`config.mk`:
```
export PLATFORM = sky130hd
export DESIGN_NAME = rmsp_spi_slave
export DESIGN_NICKNAME = d
export VERILOG_FILES = /design/src/rmsp_pkg.sv /design/src/rmsp_spi_slave.sv /design/src/rmsp_sync.sv
export SDC_FILE = /design/constraint.sdc
export NUM_CORES = 1
export LEC_CHECK = 0
export BUFFER_PORTS_ARGS = -buffer_cell sky130_fd_sc_hd__buf_2
export CAP_MARGIN = 15
export CORE_MARGIN = 8
export CORE_UTILIZATION = 45
export DETAILED_ROUTE_END_ITERATION = 7
export GPL_TIMING_DRIVEN = 0
export PLACE_DENSITY_LB_ADDON = 0.05
export SYNTH_ARGS = -nofsm -noshare
export SYNTH_HDL_FRONTEND = slang
export SYNTH_SLANG_ARGS = --single-unit
```
`constraint.sdc`:
```
create_clock -name mclk_i -period 2.8 [get_ports mclk_i]
set_clock_uncertainty 0.2 [all_clocks]
set_input_delay 0.14 -clock mclk_i [delete_from_list [all_inputs] [get_ports mclk_i]]
set_output_delay 0.14 -clock mclk_i [all_outputs]
set_load 0.02 [all_outputs]
```
`src/rmsp_pkg.sv`:
```
package rmsp_pkg;

  // ------------------------------------------------------------------
  // Register map
  // ------------------------------------------------------------------
  localparam logic [5:0]  ADDR_CLKOUT_TRIM  = 6'h0A;
  localparam logic [15:0] RST_CLKOUT_TRIM   = 16'h0000;

  // ------------------------------------------------------------------
  // Field layout
  // ------------------------------------------------------------------
  localparam int          TRIM_MSB          = 15;
  localparam int          TRIM_LSB          = 8;
  localparam int          CLKSEL_MSB        = 2;
  localparam int          CLKSEL_LSB        = 0;
  localparam logic [2:0]  CLKSEL_UNDIVIDED  = 3'h0;
  localparam int          HDR_RD_BIT        = 7;
  localparam int          BYTE_BITS         = 8;
  localparam int          MIN_PAYLOAD_BYTES = 2;
  localparam int          MIN_BURSTS        = 3;

  // ------------------------------------------------------------------
  // Timing
  // ------------------------------------------------------------------
  localparam int          CLK_MHZ           = 25;
  localparam int          REF_MHZ           = 16;
  localparam int          SCK_MAX_MHZ       = 8;
  localparam int          SYNC_STAGES       = 3;

  // Transaction phases
  typedef enum logic [2:0] {
    RMSP_IDLE = 3'b001,
    RMSP_HDR  = 3'b010,
    RMSP_DATA = 3'b100
  } rmsp_state_t;

endpackage : rmsp_pkg

```
`src/rmsp_spi_slave.sv`:
```
`timescale 1ns/100ps

// Function
// - Slave only; host drives shift clock, modem never starts a transfer.
// - Frame select falling low starts a new transaction.
// - Data sampled on clock rise, output changes on clock fall.
// - Bursts are eight bits, most significant bit first, both directions.
// - First burst is an eight-bit header with address and direction.
// - Writes carry data in on host line, reads out on modem line.
// - Only one data direction is meaningful during any payload burst.
// - Payload is at least two bytes; longer depends on resource.
// - Frame select rising high ends the transaction.
// - Read data leave on serial output, host data enter on input.
// - Shifting needs no own clock; register moves use the core clock.
// - No reference divider; only sixteen megahertz reference assumed.
// - Eight-bit warp trim sits in bits 15..8 of register 0A.
// - Trim zero is highest frequency; larger trim lowers frequency.
// - Select field 000 puts undivided reference on clock output.
// - Port responds only in idle or active modes, not hibernate or doze; here the mode is checked only at frame start, a frame under way runs on.
module rmsp_spi_slave
  import rmsp_pkg::*;
(
  // Core clock and reset
  input  wire logic        mclk_i,
  input  wire logic        sys_rst_i,
  // Serial pins
  input  wire logic        serial_shift_clock_i,
  input  wire logic        frame_select_n_i,
  input  wire logic        serial_data_i,
  output logic             serial_data_o,
  output logic             serial_data_oe_o,
  // Power mode: high in idle or active modes
  input  wire logic        port_awake_i,
  // Control to the oscillator and clock output mux
  output logic [7:0]       xtal_warp_trim_o,
  output logic [2:0]       clock_output_select_o,
  output logic             reference_clock_output_undivided_o,
  // Status
  output logic             busy_o,
  output logic             short_frame_o
);

  // ----------------------------------------------------------------
  // Pin synchronisers
  // ----------------------------------------------------------------
  logic       sck;
  logic       sel_on;
  logic       mosi;
  logic [2:0] pin_lvl;
  wire  [2:0] pin_raw = {serial_data_i, ~frame_select_n_i,
                         serial_shift_clock_i};

  // One filter per pin; select is inverted first so it idles low
  for (genvar g = 0; g < 3; g++) begin : g_sync
    rmsp_sync u_rmsp_sync (
      .mclk_i    (mclk_i),
      .sys_rst_i (sys_rst_i),
      .din_i     (pin_raw[g]),
      .level_o   (pin_lvl[g])
    );
  end

  // Same lag on every pin keeps data aligned with its clock edge
  assign sck    = pin_lvl[0];
  assign sel_on = pin_lvl[1];
  assign mosi   = pin_lvl[2];

  // ----------------------------------------------------------------
  // Edge detection on filtered levels
  // ----------------------------------------------------------------
  logic sck_d;
  logic sel_d;
  wire  selected  = sel_on;                 // Filtered select, active high
  wire  frame_beg = selected & ~sel_d;
  wire  frame_end = ~selected & sel_d;
  wire  sck_rise  = sck & ~sck_d & selected;
  wire  sck_fall  = ~sck & sck_d & selected;

  always_ff @(posedge mclk_i) begin
    if (sys_rst_i) begin
      sck_d <= 1'b0;
      sel_d <= 1'b0;
    end else begin
      sck_d <= sck;
      sel_d <= selected;
    end
  end

  // ----------------------------------------------------------------
  // Transaction state
  // ----------------------------------------------------------------
  rmsp_state_t state;
  rmsp_state_t next_state;
  logic [2:0]  bit_cnt;
  logic [7:0]  shift_in;
  logic [7:0]  shift_out;
  logic        is_read;
  logic [5:0]  addr;
  logic        byte_idx;                  // 0 = high byte, 1 = low byte
  logic [7:0]  hi_byte;
  logic [2:0]  burst_cnt;
  logic [15:0] ctl_reg;
  logic        active;
  logic        load_pend;
  logic [7:0]  load_byte;

  // Address decode shared by the header path and the payload path
  function automatic logic hit_ctl_hdr(input logic [5:0] a);
    hit_ctl_hdr = (a == ADDR_CLKOUT_TRIM);
  endfunction : hit_ctl_hdr

  wire  [7:0]  byte_in   = {shift_in[6:0], mosi};
  wire         byte_done = sck_rise & (bit_cnt == 3'h7);
  wire         hit_ctl   = hit_ctl_hdr(addr);
  wire  [15:0] rd_word   = hit_ctl ? ctl_reg : 16'h0000;
  wire         hdr_read  = byte_in[HDR_RD_BIT];
  wire  [5:0]  hdr_addr  = byte_in[5:0];
  wire         wr_commit = byte_done & (state == RMSP_DATA) & ~is_read
                           & byte_idx;

  // Next phase: header first, then payload until frame end
  always_comb begin
    next_state = state;
    unique case (state)
      RMSP_IDLE: begin
        if (frame_beg & port_awake_i) begin
          next_state = RMSP_HDR;
        end
      end
      RMSP_HDR: begin
        if (frame_end) begin
          next_state = RMSP_IDLE;
        end else if (byte_done) begin
          next_state = RMSP_DATA;
        end
      end
      RMSP_DATA: begin
        if (frame_end) begin
          next_state = RMSP_IDLE;
        end
      end
    endcase
  end

  always_ff @(posedge mclk_i) begin
    if (sys_rst_i) begin
      state <= RMSP_IDLE;
    end else begin
      state <= next_state;
    end
  end

  // Bit and byte counters, input shifter
  always_ff @(posedge mclk_i) begin
    if (sys_rst_i || state == RMSP_IDLE) begin
      bit_cnt   <= 3'h0;
      shift_in  <= 8'h00;
      burst_cnt <= 3'h0;
      byte_idx  <= 1'b0;
    end else if (sck_rise) begin
      bit_cnt  <= bit_cnt + 3'h1;
      shift_in <= byte_in;
      if (bit_cnt == 3'h7) begin
        if (burst_cnt != 3'h7) begin
          burst_cnt <= burst_cnt + 3'h1;
        end
        if (state == RMSP_DATA) begin
          byte_idx <= ~byte_idx;
        end
      end
    end
  end

  // Header capture; long transfers auto-advance to the next word
  always_ff @(posedge mclk_i) begin
    if (sys_rst_i) begin
      is_read <= 1'b0;
      addr    <= 6'h00;
      hi_byte <= 8'h00;
    end else if (byte_done && state == RMSP_HDR) begin
      is_read <= hdr_read;
      addr    <= hdr_addr;
    end else if (byte_done && state == RMSP_DATA) begin
      if (!byte_idx) begin
        hi_byte <= byte_in;
      end else begin
        addr <= addr + 6'h01;
      end
    end
  end

  // Control register written in the core clock domain
  always_ff @(posedge mclk_i) begin
    if (sys_rst_i) begin
      ctl_reg <= RST_CLKOUT_TRIM;
    end else if (wr_commit && hit_ctl) begin
      ctl_reg <= {hi_byte, byte_in};
    end
  end

  // Next byte is picked at the rise that ends a byte, moved in at the fall
  wire load_hi = byte_done & (state == RMSP_HDR) & hdr_read;
  wire load_lo = byte_done & (state == RMSP_DATA) & is_read & ~byte_idx;
  wire load_nx = byte_done & (state == RMSP_DATA) & is_read & byte_idx;
  wire       load_any = load_hi | load_lo | load_nx;
  wire [7:0] hi_pick  = hit_ctl_hdr(hdr_addr) ? ctl_reg[15:8] : 8'h00;
  wire [7:0] load_val = load_hi ? hi_pick
                      : (load_lo ? rd_word[7:0] : 8'h00);  // Next word's high byte is 0

  // Hold the picked byte until the fall; a rise must never move the line
  always_ff @(posedge mclk_i) begin
    if (sys_rst_i || state == RMSP_IDLE) begin
      load_pend <= 1'b0;
      load_byte <= 8'h00;
    end else if (load_any) begin
      load_pend <= 1'b1;
      load_byte <= load_val;
    end else if (sck_fall) begin
      load_pend <= 1'b0;
    end
  end

  // Output shifter changes only on a falling shift clock
  always_ff @(posedge mclk_i) begin
    if (sys_rst_i || state == RMSP_IDLE) begin
      shift_out <= 8'h00;
    end else if (sck_fall && load_pend) begin
      shift_out <= load_byte;
    end else if (sck_fall && bit_cnt != 3'h0) begin
      shift_out <= {shift_out[6:0], 1'b0};
    end
  end

  wire is_read_next = (state == RMSP_HDR) ? hdr_read : is_read;

  // Serial output only drives during read payload
  always_ff @(posedge mclk_i) begin
    if (sys_rst_i) begin
      active <= 1'b0;
    end else begin
      active <= (next_state == RMSP_DATA) & is_read_next;
    end
  end

  assign serial_data_o    = active ? shift_out[7] : 1'b0;
  assign serial_data_oe_o = active;

  // Short frame flag: fewer than three bursts seen at frame end
  always_ff @(posedge mclk_i) begin
    if (sys_rst_i) begin
      short_frame_o <= 1'b0;
    end else if (frame_end && state != RMSP_IDLE) begin
      short_frame_o <= (burst_cnt < 3'(MIN_BURSTS));
    end
  end

  // ----------------------------------------------------------------
  // Control outputs
  // ----------------------------------------------------------------
  assign xtal_warp_trim_o      = ctl_reg[TRIM_MSB:TRIM_LSB];
  assign clock_output_select_o = ctl_reg[CLKSEL_MSB:CLKSEL_LSB];
  assign reference_clock_output_undivided_o =
    (ctl_reg[CLKSEL_MSB:CLKSEL_LSB] == CLKSEL_UNDIVIDED);
  assign busy_o                = (state != RMSP_IDLE);

endmodule : rmsp_spi_slave

```
`src/rmsp_sync.sv`:
```
`timescale 1ns/100ps

module rmsp_sync
  import rmsp_pkg::*;
(
  // Clock and reset
  input  wire logic mclk_i,
  input  wire logic sys_rst_i,
  // Raw pin and filtered level
  input  wire logic din_i,
  output logic      level_o
);

  logic s1;
  logic s2;
  logic s3;

  // Three stages; level moves only when stages two and three agree
  always_ff @(posedge mclk_i) begin
    if (sys_rst_i) begin
      s1      <= 1'b0;
      s2      <= 1'b0;
      s3      <= 1'b0;
      level_o <= 1'b0;
    end else begin
      s1 <= din_i;
      s2 <= s1;
      s3 <= s2;
      if (s2 == s3) begin
        level_o <= s3;
      end
    end
  end

endmodule : rmsp_sync

```
* Yosys cells after proc, flatten, opt, wreduce, memory -nomap -nowiden
Cells that the tools add are included.
** Cells by class
- Add/sub/neg operators :: 3
- Magnitude comparators :: 1
- Equality and inequality tests :: 12
- Muxes and demuxes :: 18
- Bitwise logic cells :: 27
- Reductions and logical operators :: 17
** Operator list (count)
- two-way mux 8 bit :: 6
- two-way mux 6 bit :: 3
- AND 1 bit :: 17
- == test 6 x 4 -> 1 bit (second input constant) :: 2
- two-way mux 3 bit :: 4
- == test 3 bit (second input constant) :: 3
- one-hot mux 3 bit (3 select lines) :: 1
- AND reduction 3 bit :: 3
- inverter 1 bit :: 8
- nonzero test 2 bit :: 4
- adder 3 x 1 -> 3 bit (second input constant) :: 2
- adder 6 x 1 -> 6 bit (second input constant) :: 1
- logical AND 1 bit :: 6
- two-way mux 1 bit :: 4
- == test 1 bit :: 3
- == test 3 x 1 -> 1 bit (second input constant) :: 1
- == test 3 x 2 -> 1 bit (second input constant) :: 1
- logical NOT 3 bit :: 1
- less-than comparator 3 x 2 -> 1 bit (second input constant) :: 1
- inequality test 3 x 1 -> 1 bit (second input constant) :: 1
- inequality test 3 bit (second input constant) :: 1
- nonzero test 3 bit :: 1
- bitwise OR 1 bit :: 2
- AND reduction 2 bit :: 1
- logical OR 1 bit :: 1
** Word-level totals
- Bits in registers :: 81
- Input port bits :: 6
- Output and inout port bits :: 16
- Logic and storage cells :: 106

* Depth between registers and ports, before layout
- Word-level depth :: 10
- Mapped depth :: 8
- Gate-level depth less buffers :: 6

* Cells and area by module
Synthesis repeated with hierarchy kept, for this count alone.
** Second synthesis, totals
- Cell total of the unflattened synthesis :: 387
- Area, all modules :: 3502.1 um2
** Modules (own cells, without submodules)
- rmsp_spi_slave :: times used 1, cells each 357, area an instance 3164.3 um2, seq. area each 1381.3 um2
- rmsp_sync :: times used 3, cells each 10, area an instance 112.6 um2, seq. area each 80.1 um2

* Least setup slack after synthesis
OpenSTA, ideal clock, no wires.
- Path type :: reg2reg
- Start point :: register addr[0]
- End point :: register ctl_reg[11]
- Library setup time :: 132 ps
- Arrival :: 1880 ps
- Data required time :: 2468 ps
- Path slack :: 588 ps
- Stages on the path, launching flop included :: 9
- Buffers on the path :: 2
- Period minus slack after synthesis :: 2212 ps
- Cell sequence :: dfxtp_1 -> inv_1 -> ha_1 -> or4b_4 -> or4_4 -> buf_6 -> buf_8 -> nand2_1 -> a21oi_1
** Between the ends
- Cells in the longest elaborated chain, start to end :: 2
** RTL lines
- from (decl) :: RTL line rmsp_spi_slave.sv:98 : logic [5:0] addr;
- from (signal assigned) :: RTL line rmsp_spi_slave.sv:182 : addr <= hdr_addr;
- from (signal assigned) :: RTL line rmsp_spi_slave.sv:187 : addr <= addr + 6'h01;
- == test 6 x 4 -> 1 bit :: RTL line rmsp_spi_slave.sv:109 : hit_ctl_hdr = (a == ADDR_CLKOUT_TRIM);
- logical AND 1 bit :: RTL line rmsp_spi_slave.sv:196 : end else if (wr_commit && hit_ctl) begin
- to (signal assigned) :: RTL line rmsp_spi_slave.sv:197 : ctl_reg <= {hi_byte, byte_in};
- to (decl) :: RTL line rmsp_spi_slave.sv:102 : logic [15:0] ctl_reg;
No other way between the ends.
A chain may end at the register's enable or synchronous reset.

* Worst setup path in the final report
- Start point :: register bit_cnt[1]
- End point :: register hi_byte[7]
** Between the ends
- Cells in the longest elaborated chain, start to end :: 5
** RTL lines
- from (decl) :: RTL line rmsp_spi_slave.sv:94 : logic [2:0] bit_cnt;
- from (signal assigned) :: RTL line rmsp_spi_slave.sv:161 : bit_cnt <= bit_cnt + 3'h1;
- == test 3 bit (*) :: RTL line rmsp_spi_slave.sv:113 : wire byte_done = sck_rise & (bit_cnt == 3'h7);
- AND 1 bit (*) :: RTL line rmsp_spi_slave.sv:113
- logical AND 1 bit :: RTL line rmsp_spi_slave.sv:180 : end else if (byte_done && state == RMSP_HDR) begin
- inverter 1 bit (no line)
- AND reduction 3 bit (no line) (*)
- to (signal assigned) :: RTL line rmsp_spi_slave.sv:185 : hi_byte <= byte_in;
- to (decl) :: RTL line rmsp_spi_slave.sv:100 : logic [7:0] hi_byte;
Mark *: on every way between the ends. The rest lies on a longest branch, timed or not.

==> impl_metrics.env <==
export IMPL_ir_drop_uv=389
export IMPL_wl_um=7810
export IMPL_root_buffer="clkbuf_8"
export IMPL_grt_pass1_wl_um=13100
export IMPL_grt_max_degree=17
export IMPL_dieArea_um2=10700
export IMPL_die_width_um=104
export IMPL_outcome="finished clean"
export IMPL_async_flop_share_pct=0
export IMPL_cts_path_max_buffers=2
export IMPL_fp_row_count=32
export IMPL_ant_nets=0
export IMPL_antenna_cells=0
export IMPL_hold_viol_final=0
export IMPL_place_inst=497
export IMPL_numCtsBuffers=9
export IMPL_preCtsSetupSlack_ns=0.409
export IMPL_crit_type="reg -> reg"
export IMPL_hold_path_class="in -> reg"
export IMPL_clock_sinks=81
export IMPL_hold_worst_slack_ns=0.0912
export IMPL_synth_cell_types=47
export IMPL_placed_area_um2=3680
export IMPL_yosys_register_bits=81
export IMPL_yosysWarnings=0
export IMPL_wire_per_inst_um=15.1
export IMPL_period_share_pct=88.2
export IMPL_post_cts_resized=0
export IMPL_synth_area_leaders="dfxtp_1 47%, mux2i_1 6.1%, nand2_1 4.9%"
export IMPL_ys_flop_type="dfxtp_1"
export IMPL_drive_above_1_share_pct=16.2
export IMPL_critPathCaptureType="flip-flop"
export IMPL_fmax_mhz=405
export IMPL_worst_pin_slew_ns=0.782
export IMPL_fin_tns_setup_ns=0
export IMPL_maxCapViolCount=0
export IMPL_relSlewSlack_pct=47.8
export IMPL_finalCriticalPeriod_ns=2.47
export IMPL_grt_pass1_vias=2651
export IMPL_p_leak_nw=1.52
export IMPL_worstPathRequired_ns=2.83
export IMPL_largest_reg_flops=16
export IMPL_stdcell_count=516
export IMPL_setup_violations_final=0
export IMPL_vias_per_cell=5.22
export IMPL_htree_levels=3
export IMPL_insertion_delay_ns=0.36
export IMPL_initialDrtViolationCount=142
export IMPL_place_congestion=0.808
export IMPL_rsz0062_at_grt="false"
export IMPL_syn2layout_area_growth_pct=12.9
export IMPL_critPathLaunchType="flip-flop"
export IMPL_cts_setup_buffers=0
export IMPL_synth_edf_count=0
export IMPL_synth_area_um2=3450
export IMPL_antenna_found_initial=0
export IMPL_arrival_ns=2.50
export IMPL_syn_inst=375
export IMPL_boundaryPins=22
export IMPL_nets=422
export IMPL_synth_nets=388
export IMPL_setup_slack_ns=0.329
export IMPL_start_util_pct=45.6
export IMPL_fp_dieH_um=104
export IMPL_synth_top_cell_area_share_pct=47.0
export IMPL_clk_pin_slew_ns=0.09
export IMPL_slew_viol_final=0
export IMPL_cts_tree="built"
export IMPL_yosysTopAreaCell="dfxtp_1"
export IMPL_place_hpwl_um=5510
export IMPL_grt_overflow=0
export IMPL_syn_area_per_cell_um2=9.21
export IMPL_io_buffer_count=20
export IMPL_design_area_um2=3900
export IMPL_design_core_area_um2=7570
export IMPL_path_max_fanout=10
export IMPL_grt_total_usage_pct=15.0
export IMPL_power_density_nw_per_um2=514
export IMPL_yosysSeqAreaShare_pct=47.0
export IMPL_drtPass1Iterations=4
export IMPL_drc=0
export IMPL_hold_buffers=3
export IMPL_via_count=2695
[critical path, cell delays in order (launching register included)]
cell and delay [ns]:
dfxtp_1 0.37, ha_1 0.16, ha_1 0.19, nand4b_4 0.25
clkbuf_1 0.33, nor3_1 0.22, buf_2 0.30, mux2i_1 0.26
nor2_1 0.05
[path summary, 6_finish.rpt]
check,slack (ns),to,cells after the start,startpoint
hold reg to reg,0.24,g_sync[1].u_rmsp_sync.s2$_SDFF_PP0_,1,g_sync[1].u_rmsp_sync.s1$_SDFF_PP0_
hold / removal,0.09,state[0]$_SDFF_PP1_,4,port_awake_i
setup / recovery,0.33,hi_byte[7]$_SDFFE_PP0P_,8,bit_cnt[1]$_SDFFE_PP0P_
setup reg to reg,0.33,hi_byte[7]$_SDFFE_PP0P_,8,bit_cnt[1]$_SDFFE_PP0P_
[cell type report]
cell class	count	area (um2)
timing repair buffer	23	130
inverter	8	30.0
clock buffer	9	124
buffer	33	200
tap	102	128
multi-input combinational	253	1600
sequential	81	1620
clock inverter	7	62.6
fill	744	3670
[metrics by stage]
stage,util (%),power [mW]
floorplan,-,1.20
global placement,48.6,1.22
detailed placement,48.6,1.22
CTS,51.5,2.03
global route,51.5,2.09
finish,51.5,2.00
[where the power goes]
group	switching, mW	leakage [nW]	internal, mW
sequential	0.00357	0.654	1.16
combinational	0.0184	0.766	0.0122
clock	0.468	0.0980	0.342
[cells by family after synthesis]
logic type / count (synthesis) / share of synthesized area [%]
compound gates: 76 / 14.1
xor+xnor: 2 / 0.507
fa+ha+maj: 7 / 2.54
buf+inv: 41 / 6.67
flops: 81 / 47.0
mux: 22 / 6.41
simple gates: 146 / 22.8
[per-layer routing]
layer / track usage (%) / vias up / share of wire (%)
met1: 18.2 / 1273 / 48
met2: 24.5 / 35 / 47
met5: 0 / - / 0
met3: 3.72 / 13 / 3.2
met4: 6.93 / 0 / 2.1
li1: - / 1374 / -
[cell usage in the layout (no fill, tap or decap), types with 3 or more instances in the layout]
| cell | n |
|---|---|
| clkbuf_8 | 9 |
| a22oi_1 | 4 |
| buf_4 | 12 |
| nand3b_1 | 8 |
| o221ai_1 | 7 |
| buf_2 | 24 |
| a21oi_1 | 33 |
| clkbuf_1 | 11 |
| ha_1 | 7 |
| nor3_1 | 15 |
| nor2b_1 | 10 |
| a221oi_1 | 8 |
| o21ai_0 | 10 |
| mux2i_1 | 21 |
| dlygate4sd3_1 | 3 |
| nor4_4 | 3 |
| buf_1 | 3 |
| nand2b_1 | 6 |
| inv_1 | 8 |
| nand3_1 | 3 |
| o22ai_1 | 3 |
| nand2_1 | 45 |
| dfxtp_1 | 81 |
| nor2_1 | 42 |
[synthesized netlist by cell type (all sizes together), types with 2 or more instances]
cell type and count:
nor4 4, nand3 3, a21oi 33, nor2 42, mux2i 21, nand2b 6, or4b 2, dfxtp 81
nand3b 8, buf 22, or2 2, nor2b 10, nor3 15, o22ai 3, or3b 2, o221ai 7
clkbuf 11, a221oi 8, inv 8, a211oi 3, a31oi 2, ha 7, nand2 46, o21ai 10
xnor2 2, a22oi 4
Power figures use the tool's default switching activity.
